===== src/ltp_pkg.sv =====
// Constants and state types for the test pattern generator.
// Assumes one pixel clock and a register write port at the printed addresses.
package ltp_pkg;
	localparam int CODE_W = 14;
	localparam logic [5:0] OFS_START_H = 6'h30;
	localparam logic [5:0] OFS_START_L = 6'h31;
	localparam logic [5:0] OFS_WIDTH_H = 6'h32;
	localparam logic [5:0] OFS_WIDTH_L = 6'h33;
	localparam logic [5:0] OFS_CONTROL = 6'h34;
	localparam logic [5:0] OFS_PITCH   = 6'h35;
	localparam logic [5:0] OFS_STEP    = 6'h36;
	localparam logic [5:0] OFS_DELAY   = 6'h37;
	localparam logic [5:0] OFS_VALUE_H = 6'h38;
	localparam logic [5:0] OFS_VALUE_L = 6'h39;
	localparam int CTL_TP_BIT   = 7;
	localparam int CTL_MODE_HI  = 6;
	localparam int CTL_MODE_LO  = 4;
	localparam int CTL_PRBS_BIT = 3;
	localparam int CTL_SEED_BIT = 2;
	localparam logic [7:0]  REG_RST   = 8'h00;
	localparam logic [13:0] LFSR_RST  = 14'h0001;
	localparam logic [16:0] PIX_MAX   = 17'h1ffff;
	typedef enum logic [2:0] {
		MODE_FIXED  = 3'h0,
		MODE_HGRAD  = 3'h1,
		MODE_VGRAD  = 3'h2,
		MODE_LATT   = 3'h3,
		MODE_STRIPE = 3'h4,
		MODE_LINK_S = 3'h5,
		MODE_LINK_F = 3'h6,
		MODE_NONE   = 3'h7
	} ltp_mode_t;
	localparam logic [1:0] SEL_BOTH = 2'h0;
	localparam logic [1:0] SEL_CH1  = 2'h1;
	localparam logic [1:0] SEL_CH2  = 2'h2;
	typedef struct packed {
		logic [4:0]  skip;
		logic [7:0]  v_cnt;
		logic [13:0] v_acc;
	} ltp_vstate_t;
	typedef struct packed {
		logic [7:0]  st_h;
		logic [7:0]  st_l;
		logic [7:0]  wd_h;
		logic [7:0]  wd_l;
		logic [7:0]  ctl;
		logic [7:0]  pitch;
		logic [7:0]  step;
		logic [3:0]  dly;
		logic [7:0]  val_h;
		logic [5:0]  val_l;
		logic [7:0]  rdata;
		logic [2:0]  sync;
		logic        lvl;
		logic [16:0] pix;
		logic [7:0]  h_cnt;
		logic [13:0] h_acc;
		logic        h_band;
		logic [13:0] lfsr;
		logic [13:0] out1;
		logic [13:0] out2;
	} ltp_state_t;
endpackage : ltp_pkg


===== src/ltp_vtrack.sv =====
// Per-channel line tracker: vertical ramp and grid line state.
// Assumes line_edge is a one-cycle pulse on the pixel clock.
`timescale 1ns/1ps
module ltp_vtrack
	import ltp_pkg::*;
(
	input  wire logic        clk,
	input  wire logic        nrst,
	input  wire logic        clear,
	input  wire logic        line_edge,
	input  wire logic [3:0]  delay,
	input  wire logic [7:0]  pitch,
	input  wire logic [7:0]  step,
	input  wire logic [13:0] init,
	output logic      [13:0] v_acc,
	output logic             v_grid
);
	ltp_vstate_t r;
	ltp_vstate_t n;

	always_comb
	begin
		n = r;
		if (clear)
		begin
			n.skip  = 5'h00;
			n.v_cnt = 8'h00;
			n.v_acc = init;
		end
		else if (line_edge)
		begin
			// Frozen for delay+1 edges so channel 2 lags by whole lines
			if (r.skip <= {1'b0, delay})
				n.skip = r.skip + 5'h01;
			else if ({1'b0, r.v_cnt} + 9'h001 >= {1'b0, pitch})
			begin
				n.v_cnt = 8'h00;
				n.v_acc = r.v_acc + {6'h00, step};
			end
			else
				n.v_cnt = r.v_cnt + 8'h01;
		end
	end

	always_ff @(posedge clk or negedge nrst)
	begin
		if (!nrst)
			r <= '0;
		else
			r <= n;
	end

	assign v_acc  = r.v_acc;
	assign v_grid = (r.v_cnt == 8'h00);
endmodule : ltp_vtrack


===== src/ltp_gen.sv =====
// Test pattern generator replacing the converted sample stream of two channels.
// Assumes converted data on the pixel clock and an asynchronous line-start pin.
// Contract
// - 16-bit start count from line start
// - 16-bit width count of valid region
// - Control bit 7 selects pattern over data
// - Mode field picks fixed, gradients, lattice, stripe
// - Modes 101/110 link test, synced or free
// - Control bit 3 random pattern overrides bit 7
// - Bit 2 reloads seed each line start
// - Channel select: both, one or two
// - Pitch gives pixels per step or band
// - Pitch gives lines per step, grid period
// - Gradients rise by step value per step
// - Step value is lattice/stripe low code
// - Channel 2 lags by offset lines
// - Value upper bits form fixed/link code
// - Gradients start from pattern value
// - Value is lattice/stripe high code
// - Next register holds value low six bits
`timescale 1ns/1ps
module ltp_gen
	import ltp_pkg::*;
(
	input  wire logic         CORE_CLK,
	input  wire logic         NRST,
	input  wire logic         LINE_START_PULSE,
	input  wire logic [13:0]  CH1_IN,
	input  wire logic [13:0]  CH2_IN,
	input  wire logic         REG_WR,
	input  wire logic [5:0]   REG_ADDR,
	input  wire logic [7:0]   REG_WDATA,
	output logic      [7:0]   REG_RDATA,
	output logic      [13:0]  CH1_OUT,
	output logic      [13:0]  CH2_OUT
);
	import ltp_pkg::*;

	ltp_state_t  r;
	ltp_state_t  n;
	logic        tp_on;
	logic        prbs;
	ltp_mode_t   mode;
	logic [1:0]  sel;
	logic [13:0] value;
	logic [13:0] step14;
	logic [16:0] start17;
	logic [16:0] end17;
	logic        in_reg;
	logic        edge_det;
	logic        clear;
	logic        fb;
	logic [13:0] v_acc1;
	logic [13:0] v_acc2;
	logic        v_grid1;
	logic        v_grid2;

	assign tp_on   = r.ctl[CTL_TP_BIT];
	assign prbs    = r.ctl[CTL_PRBS_BIT];
	assign mode    = ltp_mode_t'(r.ctl[CTL_MODE_HI:CTL_MODE_LO]);
	assign sel     = r.ctl[1:0];
	assign value   = {r.val_h, r.val_l};
	assign step14  = {6'h00, r.step};
	assign start17 = {1'b0, r.st_h, r.st_l};
	assign end17   = start17 + {1'b0, r.wd_h, r.wd_l};
	assign in_reg  = (r.pix >= start17) && (r.pix < end17);
	// Edge counts only once the second and third stages agree
	assign edge_det = (r.sync[1] == r.sync[2]) && r.sync[2] && !r.lvl;
	assign clear    = !(tp_on || prbs);
	assign fb       = r.lfsr[13] ^ r.lfsr[12] ^ r.lfsr[11] ^ r.lfsr[1];

	function automatic logic [13:0] ch_code(
		input logic        en,
		input logic [13:0] raw,
		input logic [13:0] vacc,
		input logic        vgrid
	);
		if (!en || clear)
			return raw;
		if (prbs)
			return in_reg ? r.lfsr : raw;
		// Free-running link code ignores the line timing entirely
		if (mode == MODE_LINK_F)
			return value;
		if (!in_reg)
			return raw;
		case (mode)
			MODE_FIXED:  return value;
			MODE_LINK_S: return value;
			MODE_HGRAD:  return r.h_acc;
			MODE_VGRAD:  return vacc;
			MODE_LATT:   return (r.h_cnt == 8'h00 || vgrid) ? value : step14;
			MODE_STRIPE: return r.h_band ? step14 : value;
			default:     return raw;
		endcase
	endfunction : ch_code

	function automatic logic [7:0] rd_mux(input logic [5:0] a);
		case (a)
			OFS_START_H: return r.st_h;
			OFS_START_L: return r.st_l;
			OFS_WIDTH_H: return r.wd_h;
			OFS_WIDTH_L: return r.wd_l;
			OFS_CONTROL: return r.ctl;
			OFS_PITCH:   return r.pitch;
			OFS_STEP:    return r.step;
			OFS_DELAY:   return {4'h0, r.dly};
			OFS_VALUE_H: return r.val_h;
			OFS_VALUE_L: return {2'h0, r.val_l};
			default:     return 8'h00;
		endcase
	endfunction : rd_mux

	always_comb
	begin
		n = r;
		n.sync = {r.sync[1:0], LINE_START_PULSE};
		if (r.sync[1] == r.sync[2])
			n.lvl = r.sync[2];
		if (REG_WR)
		begin
			case (REG_ADDR)
				OFS_START_H: n.st_h  = REG_WDATA;
				OFS_START_L: n.st_l  = REG_WDATA;
				OFS_WIDTH_H: n.wd_h  = REG_WDATA;
				OFS_WIDTH_L: n.wd_l  = REG_WDATA;
				OFS_CONTROL: n.ctl   = REG_WDATA;
				OFS_PITCH:   n.pitch = REG_WDATA;
				OFS_STEP:    n.step  = REG_WDATA;
				OFS_DELAY:   n.dly   = REG_WDATA[3:0];
				OFS_VALUE_H: n.val_h = REG_WDATA;
				OFS_VALUE_L: n.val_l = REG_WDATA[5:0];
				default:     n.ctl   = r.ctl;
			endcase
		end
		n.rdata = rd_mux(REG_ADDR);
		// Saturating count keeps the region shut until the next line start
		if (edge_det)
			n.pix = 17'h00000;
		else if (r.pix != PIX_MAX)
			n.pix = r.pix + 17'h00001;
		if (edge_det)
		begin
			n.h_cnt  = 8'h00;
			n.h_acc  = value;
			n.h_band = 1'b0;
		end
		else if (in_reg)
		begin
			if ({1'b0, r.h_cnt} + 9'h001 >= {1'b0, r.pitch})
			begin
				n.h_cnt  = 8'h00;
				n.h_acc  = r.h_acc + step14;
				n.h_band = !r.h_band;
			end
			else
				n.h_cnt = r.h_cnt + 8'h01;
		end
		if (edge_det && r.ctl[CTL_SEED_BIT])
			n.lfsr = value;
		else
			n.lfsr = {r.lfsr[12:0], fb};
		n.out1 = ch_code(sel == SEL_BOTH || sel == SEL_CH1, CH1_IN, v_acc1, v_grid1);
		n.out2 = ch_code(sel == SEL_BOTH || sel == SEL_CH2, CH2_IN, v_acc2, v_grid2);
	end

	always_ff @(posedge CORE_CLK or negedge NRST)
	begin
		if (!NRST)
		begin
			r      <= '0;
			r.lfsr <= LFSR_RST;
			r.pix  <= PIX_MAX;
		end
		else
			r <= n;
	end

	ltp_vtrack u_v1 (
		.clk       (CORE_CLK),
		.nrst      (NRST),
		.clear     (clear),
		.line_edge (edge_det),
		.delay     (4'h0),
		.pitch     (r.pitch),
		.step      (r.step),
		.init      (value),
		.v_acc     (v_acc1),
		.v_grid    (v_grid1)
	);

	ltp_vtrack u_v2 (
		.clk       (CORE_CLK),
		.nrst      (NRST),
		.clear     (clear),
		.line_edge (edge_det),
		.delay     (r.dly),
		.pitch     (r.pitch),
		.step      (r.step),
		.init      (value),
		.v_acc     (v_acc2),
		.v_grid    (v_grid2)
	);

	assign REG_RDATA = r.rdata;
	assign CH1_OUT   = r.out1;
	assign CH2_OUT   = r.out2;
endmodule : ltp_gen


===== config.mk =====
export PLATFORM = sky130hd
export DESIGN_NAME = ltp_gen
export DESIGN_NICKNAME = d
export VERILOG_FILES = /design/src/ltp_pkg.sv /design/src/ltp_vtrack.sv /design/src/ltp_gen.sv
export SDC_FILE = /design/constraint.sdc
export NUM_CORES = 1
export LEC_CHECK = 0
export BUFFER_PORTS_ARGS = -buffer_cell sky130_fd_sc_hd__buf_4
export CAP_MARGIN = 20
export CORE_MARGIN = 2
export CORE_UTILIZATION = 60
export DETAILED_ROUTE_END_ITERATION = 6
export GPL_ROUTABILITY_DRIVEN = 0
export PLACE_DENSITY = 0.78
export SYNTH_ARGS = -nofsm -noshare
export SYNTH_HDL_FRONTEND = slang
export SYNTH_SLANG_ARGS = --single-unit

===== constraint.sdc =====
create_clock -name CORE_CLK -period 5.48 [get_ports CORE_CLK]
set_input_delay 0.822 -clock CORE_CLK [delete_from_list [all_inputs] [get_ports CORE_CLK]]
set_output_delay 0.822 -clock CORE_CLK [all_outputs]
set_load 0.005 [all_outputs]

==> impl_metrics.py, run 1 <==
metrics = {
    "global_routing": {
        "grt_pass1_wl_um": 66390,
        "grtUsageMet3": 0.04813,
        "overflow": 0,
        "grt_max_degree": 113,
        "antenna_found_initial": 0,
        "grt.total_usage": 0.3150,
        "met2_usage": 0.5110,
        "grt_pass1_vias": 12550,
        "grt-busiest-layer": "met2",
        "grtUsageMet1": 0.4366,
    },
    "floorplanning": {
        "die_w_um": 162.4,
        "die_h_um": 162.4,
        "core_area_um2": 24460,
        "std_cell_rows": 57,
        "io_pins": 82,
        "dieArea_um2": 26370,
        "initial_core_util": 0.6153,
    },
    "routing": {
        "viasPerCell": 6.589,
        "wl_per_cell_um": 21.25,
        "drcViolationCount": 0,
        "routed_wl_um": 41330,
        "vias": 12820,
        "firstDrtPassIters": 6,
        "drt_iter0_markers": 1564,
        "antenna_left": 0,
    },
    "clocking": {
        "clockBufferDepth": 3,
        "h-tree-depth": 1,
        "cts_tree": "built",
        "numCtsBuffers": 25,
        "postCtsSetupRepairBufs": 0,
        "cts.sinks": 222,
        "clock_latency_ns": 0.54,
        "postCtsHoldBufs": 0,
        "cts_root_buffer": "clkbuf_16",
        "clk_pin_slew_ns": 0.06,
    },
    "finish": {
        "fill_cells": 1880,
        "layout-drive-gt1-share": 0.1833,
        "seq_area_um2": 5578,
        "layout.cells.non_filler": 1945,
        "num-nets-final": 1766,
        "areaGrowthSynthToFinish_pct": 9.635,
        "final_area_um2": 16500,
        "multi_input_area_um2": 8630,
    },
    "synth": {
        "async_reset_ff_frac": 1.000,
        "seq_area_frac_synth": 0.3706,
        "synth_commonest_cells": "dfrtp_1 (204), nor2_1 (125), ha_1 (112), o21ai_0 (110), nand2_1 (107)",
        "synth_area_leaders": "dfrtp_1 (34%), ha_1 (9.3%), mux2_2 (6.9%)",
        "syn_nets": 1754,
        "synth_cell_types": 85,
        "ys_seq_elements": 222,
        "syn-cell-area_um2": 15050,
        "synth.avg_cell_area_um2": 9.454,
        "synthFlopType": "dfrtp_1",
        "ys_warn_count": 0,
        "synthMostInstantiatedCell": "dfrtp_1",
        "yosys.area.top_type": "dfrtp_1",
        "yosysTopAreaCellShare": 0.3392,
        "synth_edf_count": 0,
        "syn_inst": 1592,
    },
    "power_and_ir_drop": {
        "peakVddDrop_uv": 340.4,
        "p_per_area_nw_per_um2": 416.7,
        "leakage_nw": 7.460,
    },
    "status": {
        "outcome": "completed",
    },
    "sta": {
        "finClkSkew_ns": 0.02365,
        "fin_setup_tns_ns": 0,
        "fin_ws_ns": 0.3713,
        "rsz0062_at_grt": "no",
        "finalHoldViolations": 0,
        "max_slew_margin": 0.2469,
        "hold_ws_ns": 0.3826,
        "tightest_slew_ns": 1.115,
        "clock.fmax_mhz": 195.7,
        "setup_viol": 0,
        "min_period_ns": 5.109,
        "final-max-slew-violation-count": 0,
        "finalCritPeriodShare": 0.9322,
    },
    "setup_path": {
        "cp-start-kind": "flop",
        "cp_max_fo": 13,
        "cp-startpoint": "r[152]",
        "required_ns": 5.85,
        "crit_path_end_kind": "flop",
        "cp.arrival_ns": 5.48,
        "reg2reg_slack_ns": 0.37,
        "crit_type": "flop to flop",
        "r2r_start": "r[152]",
    },
    "place": {
        "dpl.cell_count": 1899,
        "portBuffers": 81,
        "preCtsSetupSlack_ns": 0.2018,
        "dp_hpwl_um": 29380,
        "placed_area_um2": 15630,
    },
    "worst_hold_path": {
        "worstHoldStart": "n[84]",
        "hp-class": "flop to flop",
    },
    "job": {
        "max_cap_violations": 0,
    },
}
[final cells by class]
cell class,count,area share
Clock buffer,36,0.04527
Inverter,65,0.01479
Tap cell,324,0.02457
Multi-Input combinational cell,1186,0.5230
Antenna cell,1,0.0001517
Clock inverter,7,0.006597
Timing Repair Buffer,104,0.04762
Sequential cell,222,0.3380
[per-stage QoR]
stage / power, W / util
after global routing: 0.007273 / 0.6744
after global placement: 0.004951 / 0.6388
after CTS: 0.006828 / 0.6738
after floorplan: 0.004315 / -
final: 0.006875 / 0.6745
after detailed placement: 0.005060 / 0.6388
[worst max-delay path: stages, from the launching register on]
cell	delay [ns]
dfrtp_1	0.42
ha_1	0.25
fa_1	0.41
a21oi_1	0.18
o21ai_0	0.16
o41ai_1	0.46
o2111ai_1	0.20
o211ai_1	0.17
o21a_1	0.21
nor2_1	0.06
a211oi_1	0.24
ha_1	0.29
o2111ai_1	0.12
a2111oi_0	0.10
o2bb2ai_1	0.20
nor3_4	0.58
nor2_4	0.17
nor2_2	0.54
a22oi_1	0.19
[layout by cell type (no fill, tap or decap), types with 19 or more instances in the layout]
| cell | instances |
|---|---|
| mux2i_1 | 21 |
| nand2_1 | 107 |
| dfrtp_1 | 204 |
| clkbuf_16 | 25 |
| xor2_1 | 23 |
| buf_4 | 102 |
| nor2b_1 | 19 |
| and3_1 | 24 |
| a221oi_1 | 24 |
| ha_1 | 112 |
| nand3_1 | 36 |
| o21ai_0 | 110 |
| or3_1 | 30 |
| o211ai_1 | 22 |
| inv_1 | 65 |
| xnor2_1 | 36 |
| a21oi_1 | 106 |
| mux2_2 | 92 |
| o22ai_1 | 24 |
| nor2_1 | 123 |
[what timing repair did]
| item | CTS | global route |
|---|---|---|
| gates resized for setup | 0 | 1 |
| setup endpoints to repair | 0 | 12 |
| endpoints found under the hold margin | 0 | 0 |
[path summary, 6_finish.rpt]
check                           endpoint  cells past startpoint
setup / recovery                   r[55]                     18
hold / removal                     n[85]                      0
setup reg to reg                   r[55]                     18
hold reg to reg                    n[85]                      0
max in group asynchronous  u_v1.v_acc[1]                      2
min in group asynchronous     CH2_OUT[9]                      1
[flip-flops by register name, indices dropped and copies added, names as in the netlist, 2 cells and up]
register    count
mode            3
REG_RDATA       8
r             126
u_v1.r         13
CH2_OUT        14
u_v1.v_acc     14
n               2
CH1_OUT        14
u_v2.v_acc     14
u_v2.r         13
[layer usage]
metal,vias up,part of all wire
li1,5877,-
met1,6220,0.41
met5,-,0
met3,113,0.089
met4,0,0.034
met2,606,0.47
[kinds of logic (layout without fill, tap and decap cells)]
family                     after synthesis  after routing  share of synthesized area
and+or+nand+nor                        432            432                     0.1417
xor gates and xnor gates                59             59                    0.03433
AOI/OAI and AO/OA                      462            462                     0.2086
other                                    0              1                          0
DFF                                    222            222                     0.3706
muxes                                  117            117                    0.08879
adders and majority gates              116            116                    0.09843
buffers and inverters                  184            212                    0.05761
[report_power, final]
group,switching (W),internal [W],leakage [nW]
clock,0.000679,0.00108,0.425
sequential,0.000466,0.00203,2.79
combinational,0.00146,0.00116,4.24
total,0.00261,0.00427,7.46
Power figures use the tool's default switching activity.
==> run 2: changes to the inputs <==
- CAP_MARGIN: 20 -> 10
- CORE_MARGIN: 2 -> 5
==> run 2 against run 1 <==
  * The flow now finishes with violations (DRC)
  * Sequential power about the same
  * Via count decreased by 0.20%
  * Wire length shrank 1.6%
  * Final cell count fell by 0.26%
  * Die area rose by 7.5%
  * Critical path depth is 1 higher
  * Worst setup slack gained 0.060 ns
  * Sequential share of layout area rose by 0.19 points
  * Register-to-register slack improved by 0.06 ns
  * Critical endpoint is now CH2_OUT[2]
  * Highest routed layer is now met5
==> impl_metrics.py, run 2 (synthesis results as in run 1) <==
metrics = {
    "clocking": {
        "h-tree-depth": 1,
        "cts_root_buffer": "clkbuf_16",
        "cts_tree": "built",
        "cts.sinks": 222,
        "numCtsBuffers": 25,
        "clk_pin_slew_ns": 0.06,
        "postCtsSetupRepairBufs": 0,
        "clockBufferDepth": 3,
        "clock_latency_ns": 0.53,
    },
    "setup_path": {
        "crit_type": "flop to flop",
        "crit_path_end_kind": "flop",
        "cp-start-kind": "flop",
        "required_ns": 5.93,
        "reg2reg_slack_ns": 0.43,
        "cp_max_fo": 49,
        "cp.arrival_ns": 5.49,
        "r2r_start": "r[152]",
        "cp-startpoint": "r[152]",
        "r2r_cells": 19,
        "r2r-end": "CH2_OUT[2]",
    },
    "sta": {
        "fin_setup_tns_ns": 0,
        "clock.fmax_mhz": 198.1,
        "final-max-slew-violation-count": 0,
        "tightest_slew_ns": 1.252,
        "max_slew_margin": 0.1638,
        "finClkSkew_ns": 0.01349,
        "rsz0062_at_grt": "no",
        "min_period_ns": 5.049,
        "finalHoldViolations": 0,
        "setup_viol": 0,
        "finalCritPeriodShare": 0.9214,
    },
    "finish": {
        "areaGrowthSynthToFinish_pct": 9.012,
        "n_antenna_cell": 0,
        "top_register": "r",
        "final_cell_mix": "dfrtp_1 (204), nor2_1 (123), ha_1 (112)",
        "largest_reg_flops": 126,
        "layout.cells.non_filler": 1940,
        "layout_commonest_cell": "dfrtp_1",
        "num-nets-final": 1758,
        "layout-drive-gt1-share": 0.1795,
        "fill_cells": 2017,
    },
    "place": {
        "portBuffers": 81,
        "dpl.cell_count": 1899,
        "dp_hpwl_um": 29120,
    },
    "routing": {
        "routed_wl_um": 40680,
        "antenna_left": 0,
        "drcViolationCount": 6,
        "drt_iter0_markers": 1769,
        "viasPerCell": 6.593,
        "firstDrtPassIters": 7,
        "wl_per_cell_um": 20.97,
        "vias": 12790,
    },
    "status": {
        "violations": "DRC",
        "outcome": "complete, but fails checks",
    },
    "global_routing": {
        "antenna_found_initial": 1,
        "grt_pass1_wl_um": 66030,
        "grt_max_degree": 126,
        "grt.total_usage": 0.2832,
        "overflow": 0,
        "grt_pass1_vias": 12500,
    },
    "power_and_ir_drop": {
        "sequentialPowerShare": 0.371,
        "comb_power_share": 0.385,
        "peakVddDrop_uv": 251.3,
        "p_per_area_nw_per_um2": 409.9,
        "switching_share": 0.3853,
        "intPower_w": 0.004134,
        "p_sw_w": 0.002591,
        "clock_power_share": 0.244,
        "leakage_nw": 7.392,
    },
    "job": {
        "max_cap_violations": 0,
    },
    "floorplanning": {
        "dieArea_um2": 28350,
        "io_pins": 82,
        "core_area_um2": 24960,
        "initial_core_util": 0.6029,
        "die_h_um": 168.4,
        "std_cell_rows": 58,
        "die_w_um": 168.4,
    },
    "worst_hold_path": {
        "hp-class": "input pin to asynchronous set/reset pin",
    },
}
==> run 2: cell count changes in the layout (fill, tap and decap cells not counted), sizes merged <==
cell      delta
diode        -1
clkinvlp     +2
bufinv       -2
buf          -8
clkbuf       -3
inv          +1
==> run 2: timing repair <==
item | in CTS | in global routing
setup endpoints to repair | 0 | 12
hold endpoints to repair | 0 | 0
resized for setup | 0 | 1
hold buffers | 0 | 0
==> run 2: worst max path at each step <==
| stage | to | slack [ns] | cells after the start |
|---|---|---|---|
| finish | CH2_OUT[2] | 0.43 | 19 |
| global route | CH1_OUT[1] | 0.05 | 19 |
| CTS | r[55] | 0.25 | 17 |
| detailed placement | r[55] | 0.27 | 17 |
| global placement | r[55] | 0.46 | 19 |
| floorplan | r[54] | 1.25 | 17 |
==> run 2: power groups by stage <==
| stage | Combinational, W | Clock (W) | Sequential [W] |
|---|---|---|---|
| 2_1_floorplan | 0.00203 | 0 | 0.00229 |
| 3_3_place_gp | 0.00245 | 0 | 0.00248 |
| 3_5_place_dp | 0.00253 | 0 | 0.00250 |
| 4_1_cts | 0.00255 | 0.00166 | 0.00247 |
| 5_1_grt | 0.00288 | 0.00173 | 0.00253 |
| 6_report | 0.00259 | 0.00164 | 0.00249 |
==> run 2: through the flow <==
stage | instance area [µm²] | utilization | hold WS, ns | total power (W) | setup slack (ns)
3_5_place_dp | 15620 | 0.6255 | 0.3781 | 0.005029 | 0.2741
2_1_floorplan | 15050 | - | 0.3312 | 0.004315 | 1.245
3_3_place_gp | 15620 | 0.6255 | 0.3683 | 0.004931 | 0.4559
5_1_grt | 16410 | 0.6572 | 0.3839 | 0.007145 | 0.05022
6_report | 16410 | 0.6572 | 0.3519 | 0.006726 | 0.4309
4_1_cts | 16400 | 0.6571 | 0.3758 | 0.006682 | 0.2455
==> run 2: final cells by class <==
| cell class | instances | area (µm²) | area share |
|---|---|---|---|
| inverters | 65 | 244.0 | 0.01487 |
| flip-flops and latches | 222 | 5578 | 0.3400 |
| well taps | 330 | 412.9 | 0.02517 |
| repair buffers | 96 | 753.2 | 0.04591 |
| clock buffers | 33 | 715.7 | 0.04362 |
| clock inverters | 8 | 73.82 | 0.004499 |
| multi-input cells | 1186 | 8630 | 0.5260 |
==> run 2: worst max-delay path, cell delays in order, from the launching register on <==
cell and delay, ns:
dfrtp_1 0.42, ha_1 0.24, fa_1 0.41, a21oi_1 0.16, o21ai_0 0.15, o41ai_1 0.53, o2111ai_1 0.22, o211ai_1 0.17
o21a_1 0.20, nor2_1 0.06, a211oi_1 0.23, ha_1 0.18, o2111ai_1 0.15, a2111oi_0 0.37, o2bb2ai_1 0.24, nor3_4 0.10
buf_12 0.20, a21oi_4 0.56, a221oi_1 0.19, a21oi_1 0.17
==> run 2: layer usage <==
| metal | part of all wire | global-route usage | wire, µm |
|---|---|---|---|
| met5 | 0.00032 | 0 | 13 |
| met4 | 0.031 | 0.09315 | 1249 |
| met3 | 0.090 | 0.06128 | 3658 |
| met2 | 0.47 | 0.4537 | 19020 |
| met1 | 0.41 | 0.3852 | 16740 |
==> run 3: changes to the inputs <==
--- a/config.mk
+++ b/config.mk
@@ -7,2 +7,3 @@
 export LEC_CHECK = 0
+export ABC_AREA = 1
 export BUFFER_PORTS_ARGS = -buffer_cell sky130_fd_sc_hd__buf_4
@@ -13,2 +14,3 @@
 export GPL_ROUTABILITY_DRIVEN = 0
+export GPL_TIMING_DRIVEN = 0
 export PLACE_DENSITY = 0.78
==> constraint.sdc (replaced) <==
create_clock -name CORE_CLK -period 5.48 [get_ports CORE_CLK]
set_input_delay 0.548 -clock CORE_CLK [delete_from_list [all_inputs] [get_ports CORE_CLK]]
set_output_delay 0.548 -clock CORE_CLK [all_outputs]
set_load 0.005 [all_outputs]
==> run 3 against run 2 <==
  * The run still ends with DRC left
  * Flip-flop and latch count is the same
  * Clock skew grew 0.0021 ns
  * Via count grew 31%
  * Critical endpoint is now CH1_OUT[2]
  * Highest routed layer is now met4
==> impl_metrics.py, run 3 <==
metrics = {
    "routing": {
        "vias": 16810,
        "viasPerCell": 5.920,
        "antenna_left": 0,
        "firstDrtPassIters": 7,
        "wl_met2_um": 23000,
        "top_layer": "met4",
        "drcViolationCount": 11,
        "wl_per_cell_um": 18.24,
        "routed_wl_um": 51790,
        "wl_met1_um": 20690,
        "drt_iter0_markers": 1859,
        "met3_length_um": 5523,
    },
    "power_and_ir_drop": {
        "peakVddDrop_uv": 312.9,
        "switching_share": 0.4408,
        "p_total_w": 0.007717,
        "leakage_nw": 9.571,
        "comb_power_share": 0.456,
        "p_per_area_nw_per_um2": 423.0,
        "intPower_w": 0.004315,
        "clock_power_share": 0.228,
        "sequentialPowerShare": 0.316,
        "p_sw_w": 0.003402,
    },
    "global_routing": {
        "grt_pass1_wl_um": 83570,
        "overflow": 0,
        "grt_pass1_vias": 16270,
        "grt.total_usage": 0.3343,
        "antenna_found_initial": 1,
        "grt_max_degree": 87,
    },
    "synth": {
        "synthMostInstantiatedCell": "nand2_1",
        "ys_warn_count": 0,
        "synth_area_leaders": "dfrtp_1 (31%), nand2_1 (18%), ha_1 (8.6%)",
        "yosys.area.top_type": "dfrtp_1",
        "syn_nets": 2530,
        "synth_commonest_cells": "nand2_1 (767), inv_1 (256), dfrtp_1 (204), nand3_1 (200), o21ai_0 (200)",
        "synth.avg_cell_area_um2": 6.873,
        "synth_cell_types": 53,
        "syn_inst": 2368,
        "seq_area_frac_synth": 0.3427,
        "synth_edf_count": 0,
        "ys_seq_elements": 222,
        "yosysTopAreaCellShare": 0.3137,
        "syn-cell-area_um2": 16280,
        "synthFlopType": "dfrtp_1",
        "async_reset_ff_frac": 1.000,
    },
    "clocking": {
        "clockBufferDepth": 3,
        "numCtsBuffers": 26,
        "h-tree-depth": 1,
        "clock_latency_ns": 0.54,
        "cts_tree": "built",
        "postCtsSetupRepairBufs": 0,
        "cts.sinks": 222,
        "clk_pin_slew_ns": 0.06,
        "cts_root_buffer": "clkbuf_16",
    },
    "sta": {
        "finalCritPeriodShare": 0.7424,
        "fin_setup_tns_ns": 0,
        "rsz0062_at_grt": "no",
        "hold_ws_ns": 0.1156,
        "final-max-slew-violation-count": 0,
        "tightest_slew_ns": 0.7609,
        "fin_ws_ns": 1.411,
        "clock.fmax_mhz": 245.8,
        "max_slew_margin": 0.4927,
        "setup_viol": 0,
        "finClkSkew_ns": 0.01558,
        "min_period_ns": 4.069,
        "finalHoldViolations": 0,
    },
    "setup_path": {
        "crit_path_end_kind": "flop",
        "path_cells": "ha_1 -> a21oi_1 -> nand2_1 -> a21oi_1 -> o21ai_0 -> a21boi_0 -> o21ai_0 -> xnor2_1 -> ha_1 -> nand2_1 -> o21ai_0 -> a21oi_1 -> nand2_1 -> a21oi_4 -> buf_4 -> nand3_1 -> nand2_1 -> nand2_1 -> nand2_1 -> nand2_1",
        "slowest_stage": "dfrtp_1",
        "r2r_cells": 20,
        "critPathMostFrequentCell": "nand2_1",
        "crit_path_max_incr_delay_ns": 0.43,
        "r2r_start": "r[138]",
        "cp.arrival_ns": 4.50,
        "cp-start-kind": "flop",
        "cp-startpoint": "r[138]",
        "reg2reg_slack_ns": 1.41,
        "required_ns": 5.91,
        "cp_max_fo": 10,
        "crit_type": "flop to flop",
    },
    "finish": {
        "fill_cells": 2321,
        "layout_commonest_cell": "nand2_1",
        "largest_reg_flops": 126,
        "n_antenna_cell": 0,
        "layout-drive-gt1-share": 0.1005,
        "final_cell_mix": "nand2_1 (767), inv_1 (256), dfrtp_1 (204)",
        "areaGrowthSynthToFinish_pct": 12.10,
        "num-nets-final": 2641,
        "layout.cells.non_filler": 2839,
        "top_register": "r",
    },
    "place": {
        "dpl.cell_count": 2791,
        "portBuffers": 80,
        "preCtsSetupSlack_ns": 1.474,
        "dp_hpwl_um": 39170,
    },
    "floorplanning": {
        "dieArea_um2": 30520,
        "io_pins": 82,
        "core_area_um2": 26800,
        "std_cell_rows": 60,
        "initial_core_util": 0.6073,
        "die_h_um": 174.7,
        "die_w_um": 174.7,
    },
    "status": {
        "outcome": "complete, but fails checks",
        "violations": "DRC",
    },
    "worst_hold_path": {
        "hp-class": "input pin to flop",
        "worstHoldStart": "LINE_START_PULSE",
        "whs_path_depth": 1,
    },
    "job": {
        "max_cap_violations": 0,
    },
}
==> run 3: changes by cell type after synthesis, moves of 31 or more <==
cell     change
nand2_1    +660
inv_1      +191
nand3_1    +164
mux2_2      -92
o21ai_0     +90
nor2_1      +31
==> run 3: worst paths after layout <==
path,endpoint
worst max register to register,CH1_OUT[2]
max in group asynchronous,u_v2.v_acc[5]
worst max-delay path,CH1_OUT[2]
worst min register to register,n[85]
min in group asynchronous,REG_RDATA[6]
worst min-delay path,n[84]
==> run 3: power groups by stage <==
| stage | Clock (W) | Sequential [W] | Combinational, W |
|---|---|---|---|
| CTS | 0.00177 | 0.00241 | 0.00344 |
| detailed placement | 0 | 0.00244 | 0.00341 |
| global placement | 0 | 0.00243 | 0.00330 |
| global route | 0.00184 | 0.00247 | 0.00394 |
| finish | 0.00176 | 0.00244 | 0.00352 |
| floorplan | 0 | 0.00228 | 0.00247 |
==> run 3: worst max-delay path, delay by kind of cell (launching register included) <==
kind,cells,cell delay (ns)
simple gates,8,0.68
xor+xnor,1,0.15
compound gates,8,1.77
flops,1,0.43
fa+ha+maj,2,0.67
buf+inv,1,0.25
==> run 3: repair_timing <==
item | CTS | global route
hold buffers | 1 | 0
hold endpoints to repair | 56 | 0
resized for setup | 0 | 0
==> run 3: cell type report <==
| cell class | instances | area [µm²] | share of cell area |
|---|---|---|---|
| plain buffers | 107 | 615.6 | 0.03374 |
| clock buffers | 35 | 755.7 | 0.04142 |
| clock inverters | 12 | 113.9 | 0.006241 |
| inverters | 271 | 1020 | 0.05589 |
| multi-input cells | 1768 | 9062 | 0.4967 |
| flip-flops and latches | 222 | 5578 | 0.3057 |
| well taps | 341 | 426.7 | 0.02338 |
| repair buffers | 83 | 673.1 | 0.03689 |
==> run 3: cells by family after synthesis <==
family,share of synthesized area
buffers and inverters,0.1005
flip-flops,0.3427
AO/OA/AOI/OAI,0.1381
AND/OR/NAND/NOR,0.3051
adder cells (fa/ha/maj),0.09102
XOR/XNOR,0.02260
==> run 3: layer usage <==
layer,global-route usage,vias up
li1,-,7920
met1,0.4424,7726
met2,0.5303,961
met3,0.07183,199
met4,0.1502,0
met5,0,-
==> run 3: metrics by stage <==
| stage | area (µm²) | utilization |
|---|---|---|
| after floorplan | 16280 | - |
| after global placement | 17300 | 0.6456 |
| after detailed placement | 17370 | 0.6479 |
| after CTS | 18250 | 0.6808 |
| after global routing | 18250 | 0.6808 |
| final | 18250 | 0.6808 |
